===== config.mk =====
export PLATFORM = sky130hd
export DESIGN_NAME = nibble_alu
export DESIGN_NICKNAME = d
export VERILOG_FILES = /design/src/design/nibble_alu_pkg.sv /design/src/design/nibble_alu.sv
export SDC_FILE = /design/constraint.sdc
export NUM_CORES = 1
export LEC_CHECK = 0
export BUFFER_PORTS_ARGS = -buffer_cell sky130_fd_sc_hd__buf_2
export CAP_MARGIN = 25
export CORE_ASPECT_RATIO = 0.6
export CORE_UTILIZATION = 58
export DETAILED_ROUTE_END_ITERATION = 10
export GPL_TIMING_DRIVEN = 0
export PLACE_DENSITY = 0.95
export SLEW_MARGIN = 15
export SYNTH_ARGS = -nofsm -noshare
export SYNTH_HDL_FRONTEND = slang
export SYNTH_SLANG_ARGS = --single-unit

===== constraint.sdc =====
create_clock -name core_clk -period 5.3 [get_ports core_clk]
set_input_delay 1.59 -clock core_clk [delete_from_list [all_inputs] [get_ports core_clk]]
set_output_delay 1.59 -clock core_clk [all_outputs]
set_load 0.005 [all_outputs]

===== src/design/nibble_alu_pkg.sv =====
// Package for the nibble ALU: operations, carriers, status addresses.
// Assumes one 200 MHz core clock shared with the sequencer.
package nibble_alu_pkg;

    localparam int NIB_W = 4;
    localparam logic [6:0] PSW_HI_ADDR = 7'h7E;
    localparam logic [6:0] PSW_LO_ADDR = 7'h7F;
    localparam int PSW_DEC_BIT = 0;
    localparam int PSW_CMP_BIT = 3;
    localparam int PSW_CY_BIT = 2;
    localparam int PSW_Z_BIT = 1;
    localparam logic [3:0] FLAGS_RST = 4'h0;
    localparam logic [4:0] BCD_MAX = 5'h09;
    localparam logic [4:0] BCD_ADJ5 = 5'h06;
    localparam logic [3:0] BCD_ADJ4 = 4'h6;

    typedef enum logic [3:0] {
        sum_op = 4'b0000,
        sum_with_carry_op = 4'b0001,
        difference_op = 4'b0010,
        difference_with_borrow_op = 4'b0011,
        or_op = 4'b0100,
        and_op = 4'b0101,
        xor_op = 4'b0110,
        skip_if_bits_set = 4'b0111,
        skip_if_bits_clear = 4'b1000,
        skip_if_equal = 4'b1001,
        skip_if_unequal = 4'b1010,
        skip_if_not_below = 4'b1011,
        skip_if_below = 4'b1100,
        rotate_right_through_carry = 4'b1101,
        no_op = 4'b1110
    } alu_op_t;

    typedef struct packed {
        logic valid;
        alu_op_t op;
        logic imm_form;
        logic [3:0] reg_val;
        logic [3:0] mem_val;
        logic [3:0] imm_val;
    } alu_req_t;

    typedef struct packed {
        logic valid;
        logic [3:0] data;
        logic reg_wr;
        logic mem_wr;
        logic skip;
    } alu_res_t;

    typedef struct packed {
        logic decimal;
        logic compare_suppress_flag;
        logic carry_flag;
        logic zero;
    } alu_flags_t;

    typedef struct packed {
        alu_res_t res;
        alu_flags_t flags;
        logic [3:0] rdata;
    } alu_state_t;

endpackage


===== src/design/nibble_alu.sv =====
// Nibble ALU with status flags and a small status word port.
// Assumes the sequencer drives requests on core_clk and acts on skip.
`timescale 1ns/100ps

// Operation
// - Arithmetic is add or subtract, register+memory or immediate+memory.
// - Binary works on the full nibble; decimal mode on one BCD digit.
// - Register sum adds register and memory, result to register.
// - Immediate sum adds immediate to memory, result to memory.
// - Sum with carry also adds carry; destination as for plain sum.
// - Register difference is register minus memory, to register.
// - Immediate difference is memory minus immediate, to memory.
// - Difference with borrow also subtracts carry; same destinations.
// - OR of operands; register form to register, immediate form to memory.
// - AND of operands; register form to register, immediate to memory.
// - XOR of operands; register form to register, immediate to memory.
// - Bits-set test clears suppress, skips if all masked bits are one.
// - Bits-clear test clears suppress, skips if all masked bits zero.
// - Equal test skips when memory minus immediate is zero.
// - Unequal test skips when memory minus immediate is nonzero.
// - Not-below test skips when the subtraction gives no borrow.
// - Below test skips when the subtraction gives a borrow.
// - Rotate shifts register right with carry, result to register.
// - Suppress blocks arithmetic writes; decimal flag selects BCD.
// - Zero cleared on nonzero; set on zero unless suppress holds it.
// - Carry follows arithmetic carry; logic ops and the equal, unequal and below tests keep flags.
// - Rotate puts old carry in bit 3, old bit 0 into carry.
module nibble_alu
    import nibble_alu_pkg::*;
(
    input wire logic core_clk,
    input wire logic resetn,
    input alu_req_t req,
    output alu_res_t res,
    output alu_flags_t flags,
    input wire logic [6:0] reg_addr,
    input wire logic [3:0] reg_wdata,
    input wire logic reg_wr,
    input wire logic reg_rd,
    output logic [3:0] reg_rdata
);

    ////////////////////////////////////////////////////////////////////
    // State

    alu_state_t st_ff;
    alu_state_t nxt_st;
    logic [3:0] op_a;
    logic [3:0] op_b;
    logic cin;
    logic [4:0] sum5;
    logic [4:0] dif5;
    logic [4:0] cmp5;
    logic [4:0] adj5;
    logic [3:0] ar_data;
    logic ar_cy;
    logic is_ar;
    logic is_sub;

    assign res = st_ff.res;
    assign flags = st_ff.flags;
    assign reg_rdata = st_ff.rdata;

    ////////////////////////////////////////////////////////////////////
    // Datapath

    always_comb
    begin
        nxt_st = st_ff;
        nxt_st.res = '0;
        nxt_st.rdata = 4'h0;
        // Operand routing by form
        op_a = req.imm_form ? req.mem_val : req.reg_val;
        op_b = req.imm_form ? req.imm_val : req.mem_val;
        cin = st_ff.flags.carry_flag &
            ((req.op == sum_with_carry_op) |
            (req.op == difference_with_borrow_op));
        sum5 = {1'b0, op_a} + {1'b0, op_b} + {4'h0, cin};
        dif5 = {1'b0, op_a} - {1'b0, op_b} - {4'h0, cin};
        cmp5 = {1'b0, req.mem_val} - {1'b0, req.imm_val};
        adj5 = sum5 + BCD_ADJ5;
        is_sub = (req.op == difference_op) |
            (req.op == difference_with_borrow_op);
        is_ar = is_sub | (req.op == sum_op) |
            (req.op == sum_with_carry_op);
        // Binary or single-digit decimal result
        if (is_sub)
        begin
            ar_cy = dif5[4];
            ar_data = dif5[3:0];
            if (st_ff.flags.decimal && dif5[4])
            begin
                ar_data = dif5[3:0] - BCD_ADJ4;
            end
        end
        else
        begin
            ar_cy = sum5[4];
            ar_data = sum5[3:0];
            if (st_ff.flags.decimal && (sum5 > BCD_MAX))
            begin
                ar_cy = 1'b1;
                ar_data = adj5[3:0];
            end
        end
        if (req.valid)
        begin
            nxt_st.res.valid = 1'b1;
            unique case (req.op)
                sum_op, sum_with_carry_op,
                difference_op, difference_with_borrow_op:
                begin
                    nxt_st.res.data = ar_data;
                    nxt_st.res.reg_wr = !req.imm_form &
                        !st_ff.flags.compare_suppress_flag;
                    nxt_st.res.mem_wr = req.imm_form &
                        !st_ff.flags.compare_suppress_flag;
                    nxt_st.flags.carry_flag = ar_cy;
                    if (ar_data != 4'h0)
                    begin
                        nxt_st.flags.zero = 1'b0;
                    end
                    else if (!st_ff.flags.compare_suppress_flag)
                    begin
                        nxt_st.flags.zero = 1'b1;
                    end
                end
                or_op, and_op, xor_op:
                begin
                    if (req.op == or_op)
                    begin
                        nxt_st.res.data = op_a | op_b;
                    end
                    else if (req.op == and_op)
                    begin
                        nxt_st.res.data = op_a & op_b;
                    end
                    else
                    begin
                        nxt_st.res.data = op_a ^ op_b;
                    end
                    nxt_st.res.reg_wr = !req.imm_form;
                    nxt_st.res.mem_wr = req.imm_form;
                end
                skip_if_bits_set:
                begin
                    nxt_st.flags.compare_suppress_flag = 1'b0;
                    nxt_st.res.skip =
                        ((req.mem_val & req.imm_val) == req.imm_val);
                end
                skip_if_bits_clear:
                begin
                    nxt_st.flags.compare_suppress_flag = 1'b0;
                    nxt_st.res.skip =
                        ((req.mem_val & req.imm_val) == 4'h0);
                end
                skip_if_equal:
                begin
                    nxt_st.res.skip = (cmp5[3:0] == 4'h0);
                end
                skip_if_unequal:
                begin
                    nxt_st.res.skip = (cmp5[3:0] != 4'h0);
                end
                skip_if_not_below:
                begin
                    nxt_st.res.skip = !cmp5[4];
                end
                skip_if_below:
                begin
                    nxt_st.res.skip = cmp5[4];
                end
                rotate_right_through_carry:
                begin
                    nxt_st.res.data =
                        {st_ff.flags.carry_flag, req.reg_val[3:1]};
                    nxt_st.res.reg_wr = 1'b1;
                    nxt_st.flags.carry_flag = req.reg_val[0];
                end
                default:
                begin
                    nxt_st.res.valid = 1'b0;
                end
            endcase
        end
        // Status word access; a write overrides the flags in that cycle
        if (reg_rd)
        begin
            if (reg_addr == PSW_HI_ADDR)
            begin
                nxt_st.rdata[PSW_DEC_BIT] = st_ff.flags.decimal;
            end
            else if (reg_addr == PSW_LO_ADDR)
            begin
                nxt_st.rdata[PSW_CMP_BIT] = st_ff.flags.compare_suppress_flag;
                nxt_st.rdata[PSW_CY_BIT] = st_ff.flags.carry_flag;
                nxt_st.rdata[PSW_Z_BIT] = st_ff.flags.zero;
            end
        end
        if (reg_wr)
        begin
            if (reg_addr == PSW_HI_ADDR)
            begin
                nxt_st.flags.decimal = reg_wdata[PSW_DEC_BIT];
            end
            else if (reg_addr == PSW_LO_ADDR)
            begin
                nxt_st.flags.compare_suppress_flag = reg_wdata[PSW_CMP_BIT];
                nxt_st.flags.carry_flag = reg_wdata[PSW_CY_BIT];
                nxt_st.flags.zero = reg_wdata[PSW_Z_BIT];
            end
        end
    end

    always_ff @(posedge core_clk or negedge resetn)
    begin
        if (!resetn)
        begin
            st_ff.res <= '0;
            st_ff.flags <= FLAGS_RST;
            st_ff.rdata <= 4'h0;
        end
        else
        begin
            st_ff <= nxt_st;
        end
    end

    logic quiet;
    assign quiet = req.valid & !reg_wr;
endmodule // nibble_alu


# Word-level counts from Yosys, hierarchy flattened
# Cells that the tools add are included.
# totals
regBits	16
output_inout_bits	16
wordCells	85
# classes
addsub	7
n_lt_le_gt_ge	1
eq_ne	16
muxes	27
bitwise_logic	9
reduce_logical	15
# ops
operator	n
two-way mux 4 bit	8
equality test 4 bit, second input constant	6
two-way mux 3 bit	6
equality test 4 x 3 -> 1 bit, second input constant	4
case mux 5 bit (3 select lines)	1
equality test 7 bit, second input constant	2
OR reduction 14 bit	1
logical NOT 4 bit	3
subtractor 4 x 4 -> 5 bit	2
bitwise AND 4 bit	2
equality test 4 x 2 -> 1 bit, second input constant	2
two-way mux 1 bit	8
two-way mux 8 bit	1
nonzero test 4 bit	2
case mux 1 bit (6 select lines)	1
adder 4 x 4 -> 5 bit	1
adder 5 x 1 -> 5 bit	1
> comparator 5 x 4 -> 1 bit, second input constant	1
subtractor 5 x 1 -> 5 bit	1
adder 4 x 3 -> 4 bit, second input constant	1
equality test 4 x 1 -> 1 bit, second input constant	1
equality test 4 bit	1
bitwise OR 4 bit	1
case mux 1 bit (2 select lines)	2
10 further kinds	16

# Logic depth before layout (Yosys ltp)
# Gate-level depths: netlist of the first run.
# depth
ltp_word	15
mapped_depth	15
depth_no_buf	13

# Worst setup path before layout of the first run
# OpenSTA, ideal clock, no wires.
# synth_path
kind	input to register
startpoint	input port req[12] (netlist name)
endpoint	register, netlist name flags[0]
setup_time_ns	0.065
arrival_ns	4.618
slack_ns	0.616
path_stages	13
n_path_buf	2
cell_sequence	buf_2 > buf_1 > o21a_1 > inv_1 > fa_1 > fa_1 > xnor2_1 > ha_1 > nor2b_1 > nor3_1 > a2111oi_0 > a221o_1 > a31o_1
# synth_lines
item	line	source
start, declared	nibble_alu.sv:33	input alu_req_t req,

==> impl_metrics.yaml, run 1 <==
run_status:
  status: "complete, no violations"
clock_tree:
  cts_tree: "done"
  cts.sinks: 16
  clock_latency_ps: 250
  cts_root_buf: "clkbuf_8"
  cts_resized: 0
  htree_levels: 1
  cts_buffer_depth: 2
  path_clk_slew_ps: 70
  numCtsBuffers: 3
routing:
  drc: 0
  drt-total-wl_um: 5197
  drt-pass1-iter-count: 8
  wl_per_cell_um: 15.80
  detail_route.vias_per_cell: 6.033
  vias: 1985
  drt_iter0_markers: 232
  postRouteAntennaNets: 0
yosys:
  postSynthAreaPerCell_um2: 8.109
  yosysTopAreaCellShare_pct: 20.83
  synth_seq_cells: 16
  ys_top_cells_by_area: "dfrtp_1 (21%), ha_1 (17%), inv_1 (6.1%)"
  synth_cell_type_count: 47
  yosysWarnings: 0
  syn_area_um2: 1922
  syn-num-nets: 301
  synthFlopType: "dfrtp_1"
  synth_common_cells: "inv_1 (31), ha_1 (26), nand2_1 (24)"
  netlist_instances: 237
  ys_seq_area_share_pct: 20.83
  async_reset_ff_share_pct: 100.0
  yosysMostFrequentCell: "inv_1"
  synth-edff-count: 0
  yosys.area.top_type: "dfrtp_1"
sta:
  rsz0062_at_grt: "false"
  final.min_clock_period_ps: 4989
  fmax_ghz: 0.2004
  fin_worst_skew_ps: 6.744
  finalWorstSetupSlack_ps: 311.1
  finalSetupViolCount: 0
  finalHoldViolCount: 0
  min_period_over_period_pct: 94.13
  finalSetupTns_ps: 0
  timing.hold.ws_ps: 578.1
  maxSlewHeadroom_pct: 61.16
  slew_violations: 0
  worst_pin_slew_ps: 582.5
setup_path:
  end_kind: "register"
  slowest_delay_ps: 500
  worst_setup_path_start_kind: "input port"
  worst-path-max-fanout: 16
  path_common_cell: "fa_1"
  path_buf_inv: 2
  path_class: "input port to register"
  cp_top_family: "adder cells"
  slowest_stage: "fa_1"
  cp.required_ps: 5430
  critical_path.cell_chain: "buf_2 -> mux2i_1 -> inv_1 -> fa_1 -> fa_1 -> xnor2_1 -> ha_1 -> nor2b_1 -> nor3_1 -> o311ai_0 -> a21oi_1 -> o22a_1"
  crit_arrival_ps: 5120
die:
  rows: 15
  die_h_um: 46.59
  die_w_um: 76.32
  core_region_area_um2: 3003
  io_pins: 49
  die-area_um2: 3556
  start_util_pct: 64.00
cells_and_area:
  final_util_pct: 75.29
  diodes: 0
  stdcell_count: 329
  nets: 352
  nFillCells: 210
  syn2layout_area_growth_pct: 17.64
  drive_above_1_share_pct: 20.56
  ff_latch_area_um2: 400.4
  multi_input_area_um2: 1366
placement:
  gp_congestion: 0.9319
  post-place-cells: 326
  io_buffers: 47
  post-place-ws_ps: 30.65
  place_hpwl_um: 4003
pwr:
  p_leak_nw: 1.180
  peakVddDrop_v: 0.0001182
  p_per_area_nw_per_um2: 200.6
global_routing:
  grt_max_degree: 17
  grt-ovfl-total: 0
  grt_pass1_vias: 1700
  grt.total_usage_pct: 30.56
  antenna_found_initial: 0
  grt_pass1_wl_um: 8155
flow_run:
  cap_viol_max_count: 0
min_path:
  min_path_type: "register to register"
[metal layers]
layer | vias up | share of wire [%] | global-route usage (%)
met4 | 0 | 2.4 | 10.77
met1 | 909 | 42 | 40.96
met2 | 133 | 43 | 48.47
li1 | 921 | - | -
met5 | - | 0 | 0
met3 | 22 | 12 | 8.119
[power by group]
group,leakage [nW],switching [mW],internal [mW]
clock,0.0288,0.0431,0.0660
combinational,0.934,0.123,0.0860
sequential,0.217,0.00582,0.130
[worst paths after layout]
path,startpoint,end,slack [ps],cells past startpoint
min in group asynchronous,resetn,reg_rdata[1]$_DFF_PN0_,1240,1
hold / removal,flags[3]$_DFFE_PN0P_,flags[3]$_DFFE_PN0P_,580,1
hold reg to reg,flags[3]$_DFFE_PN0P_,flags[3]$_DFFE_PN0P_,580,1
setup / recovery,req[12],flags[1]$_DFF_PN0_,310,12
max in group asynchronous,resetn,flags[2]$_DFF_PN0_,3800,1
setup reg to reg,flags[1]$_DFF_PN0_,flags[1]$_DFF_PN0_,1870,11
[registers in the layout (all words and copies together) (netlist names)]
name	cells
reg_rdata	4
res	8
flags	4
[metrics by stage]
stage | power (mW) | instance area, µm²
detailed placement | 0.3379 | 2210
global route | 0.4808 | 2261
floorplan | 0.2759 | 1922
CTS | 0.4476 | 2265
global placement | 0.3286 | 2210
finish | 0.4536 | 2261
[cell type report]
| type | instances | area share, % |
|---|---|---|
| inverters | 31 | 5.147 |
| flip-flops and latches | 16 | 17.71 |
| well taps | 42 | 2.324 |
| plain buffers | 7 | 1.550 |
| clock buffers | 4 | 2.435 |
| multi-input cells | 182 | 60.43 |
| repair buffers | 47 | 10.40 |
[timing repair]
item,in CTS,in global routing
endpoints found under the setup margin,0,2
setup buffers,0,0
hold buffers,0,0
[cell usage in the layout, fill, tap and decap left out, types with 9 or more instances in the layout]
master,Yosys,final
a21oi_1,11,11
buf_2,1,48
dfrtp_1,16,16
ha_1,26,26
inv_1,31,31
mux2i_1,10,10
nand2_1,24,24
nand3_1,9,9
nor2_1,15,15
o21ai_0,14,14
[logic make-up after synthesis]
family / count (synthesis) / synth area share, %
AND/OR/NAND/NOR: 72 / 18.23
XOR/XNOR: 8 / 3.645
multiplexers: 12 / 6.380
adder cells (fa/ha/maj): 31 / 22.14
buffers and inverters: 39 / 8.072
flip-flops: 16 / 20.83
AO/OA/AOI/OAI: 59 / 20.70
Power figures use the tool's default switching activity.
==> run 2: changes to the inputs <==
--- a/config.mk
+++ b/config.mk
@@ -5,10 +5,12 @@
 export SDC_FILE = /design/constraint.sdc
 export NUM_CORES = 1
 export LEC_CHECK = 0
+export ABC_AREA = 1
 export BUFFER_PORTS_ARGS = -buffer_cell sky130_fd_sc_hd__buf_2
 export CAP_MARGIN = 25
 export CORE_ASPECT_RATIO = 0.6
 export CORE_UTILIZATION = 58
+export CTS_CLUSTER_DIAMETER = 60
 export DETAILED_ROUTE_END_ITERATION = 10
 export GPL_TIMING_DRIVEN = 0
 export PLACE_DENSITY = 0.95
==> impl_metrics.yaml, run 2 <==
global_routing:
  grt-ovfl-total: 0
  antenna_found_initial: 0
  grt_max_degree: 17
  grt_pass1_vias: 1919
  grt.total_usage_pct: 31.83
  grt_pass1_wl_um: 8631
yosys:
  synthFlopType: "dfrtp_1"
  yosys.area.top_type: "dfrtp_1"
  ys_top_cells_by_area: "dfrtp_1 (20%), ha_1 (17%), inv_1 (12%)"
  synth_cell_type_count: 33
  synth-edff-count: 0
  yosysMostFrequentCell: "inv_1"
  async_reset_ff_share_pct: 100.0
  ys_seq_area_share_pct: 20.47
  syn-num-nets: 353
  yosysTopAreaCellShare_pct: 20.47
  postSynthAreaPerCell_um2: 6.767
  synth_common_cells: "inv_1 (64), nand2_1 (53), ha_1 (26)"
  syn_area_um2: 1956
  synth_seq_cells: 16
  yosysWarnings: 0
  netlist_instances: 289
cells_and_area:
  multi_input_area_um2: 1287
  syn2layout_area_growth_pct: 17.79
  largest_reg_flops: 8
  top_register: "res"
  layout_common_cells: "inv_1 (64), nand2_1 (53), buf_2 (49)"
  ff_latch_area_um2: 400.4
  final_util_pct: 75.76
  nets: 406
  layout_commonest_cell: "inv_1"
  diodes: 0
  nFillCells: 242
  fin_area_um2: 2303
  drive_above_1_share_pct: 21.70
routing:
  wl_per_cell_um: 14.72
  vias: 2166
  drc: 0
  postRouteAntennaNets: 0
  drt-pass1-iter-count: 5
  drt_iter0_markers: 313
  detail_route.vias_per_cell: 5.655
  drt-total-wl_um: 5636
clock_tree:
  cts_setup_buffers: 0
  path_clk_slew_ps: 70
  cts.sinks: 16
  numCtsBuffers: 3
  cts_tree: "done"
  cts_resized: 0
  hold_buffers: 0
  cts_root_buf: "clkbuf_8"
  htree_levels: 1
  clock_latency_ps: 260
  cts_buffer_depth: 2
sta:
  worst_pin_slew_ps: 569.9
  fin_worst_skew_ps: 8.326
  min_period_over_period_pct: 87.20
  fmax_ghz: 0.2164
  slew_violations: 0
  finalWorstSetupSlack_ps: 678.6
  final.min_clock_period_ps: 4621
  rsz0062_at_grt: "false"
  finalSetupTns_ps: 0
  finalHoldViolCount: 0
  finalSetupViolCount: 0
  maxSlewHeadroom_pct: 61.60
setup_path:
  slowest_stage: "fa_1"
  cp_top_family: "adder cells"
  cp.required_ps: 5480
  path_buf_inv: 5
  worst-path-max-fanout: 10
  crit_arrival_ps: 4810
  path_class: "input port to register"
  rr_worst_depth: 17
  path_common_cell: "nand2_1"
  critical_path.cell_chain: "buf_2 -> clkbuf_1 -> nand2_1 -> o21ai_0 -> inv_1 -> fa_1 -> fa_1 -> inv_1 -> ha_1 -> inv_1 -> nor2_1 -> a21oi_2 -> nand2_1 -> nand2_2 -> nand2_2 -> nand3_1 -> nand2_1 -> o21ai_1 -> nand2_1 -> a21oi_1"
  end_kind: "register"
  worst_setup_path_start_kind: "input port"
  slowest_delay_ps: 560
  cp.depth: 20
die:
  rows: 15
  start_util_pct: 64.32
  die_w_um: 76.97
  die_h_um: 46.98
  io_pins: 49
  die-area_um2: 3616
  core_region_area_um2: 3040
pwr:
  peakVddDrop_v: 0.0001015
  p_per_area_nw_per_um2: 204.2
  p_leak_nw: 1.344
placement:
  post-place-ws_ps: 490.4
  place_hpwl_um: 4416
  gp_congestion: 0.9254
  io_buffers: 48
  placed_area_um2: 2248
flow_run:
  cap_viol_max_count: 0
min_path:
  min_path_type: "register to register"
  hold_path_depth: 2
run_status:
  status: "complete, no violations"
==> run 2: changes by cell type after synthesis, sizes merged, moves of 5 or more <==
cell,before,now
o21a,5,0
nand4,2,7
o21ai,14,22
nor2,16,26
o31ai,6,0
inv,31,66
mux2i,10,0
nand3,9,22
a21oi,11,18
nand2,24,60
==> run 2: layout make-up <==
| cell class | instances | share of cell area [%] |
|---|---|---|
| repair buffers | 48 | 10.43 |
| clock buffers | 4 | 2.390 |
| inverters | 66 | 10.76 |
| flip-flops and latches | 16 | 17.38 |
| plain buffers | 3 | 0.8691 |
| well taps | 42 | 2.281 |
| multi-input cells | 204 | 55.89 |
==> run 2: per-layer routing <==
layer  GRT usage, %  up-vias  share of wire (%)
met4          9.231        0                2.5
met1          39.81      981                 42
li1               -     1028                  -
met2          56.43      133                 44
met3          8.350       24                 11
met5              0        -                  0
==> run 2: cells by family (layout without fill, tap and decap cells) <==
family / after synthesis / in the layout / synth area share (%)
AND/OR/NAND/NOR: 123 / 123 / 28.79
buffers and inverters: 69 / 121 / 13.69
AO/OA/AOI/OAI: 47 / 47 / 13.82
adder cells (fa/ha/maj): 31 / 31 / 21.75
flip-flops: 16 / 16 / 20.47
XOR/XNOR: 2 / 2 / 0.8959
multiplexers: 1 / 1 / 0.5758
==> run 2: worst paths after layout <==
| kind | from | end | slack (ps) |
|---|---|---|---|
| min | flags[0]$_DFF_PN0_ | reg_rdata[1]$_DFF_PN0_ | 550 |
| max in group asynchronous | resetn | reg_rdata[1]$_DFF_PN0_ | 3800 |
| max reg2reg | flags[1]$_DFF_PN0_ | flags[1]$_DFF_PN0_ | 2330 |
| max | req[12] | flags[1]$_DFF_PN0_ | 680 |
| min reg2reg | flags[0]$_DFF_PN0_ | reg_rdata[1]$_DFF_PN0_ | 550 |
| min in group asynchronous | resetn | res[5]$_DFF_PN0_ | 1230 |
==> run 2: worst register-to-register path, delay by kind of cell, from the launching register on <==
family          cells  cell delay [ps]
flops               1              430
compound gates      3              350
fa+ha+maj           3             1190
simple gates        8              650
buf+inv             3              280
==> run 2: per-stage QoR <==
step / std cells / hold WS [ps] / power (mW)
2_1_floorplan: 289 / 515.4 / 0.2835
3_3_place_gp: 379 / 507.9 / 0.3376
3_5_place_dp: 379 / 522.8 / 0.3486
4_1_cts: 383 / 544.0 / 0.4613
5_1_grt: 383 / 568.2 / 0.4970
6_report: 383 / 553.0 / 0.4704
==> run 2: power by group <==
part	switching (mW)	leakage, nW	total [mW]	internal (mW)
combinational	0.141	1.10	0.222	0.0809
clock	0.0464	0.0288	0.113	0.0661
sequential	0.00527	0.216	0.136	0.130
total	0.193	1.34	0.470	0.277
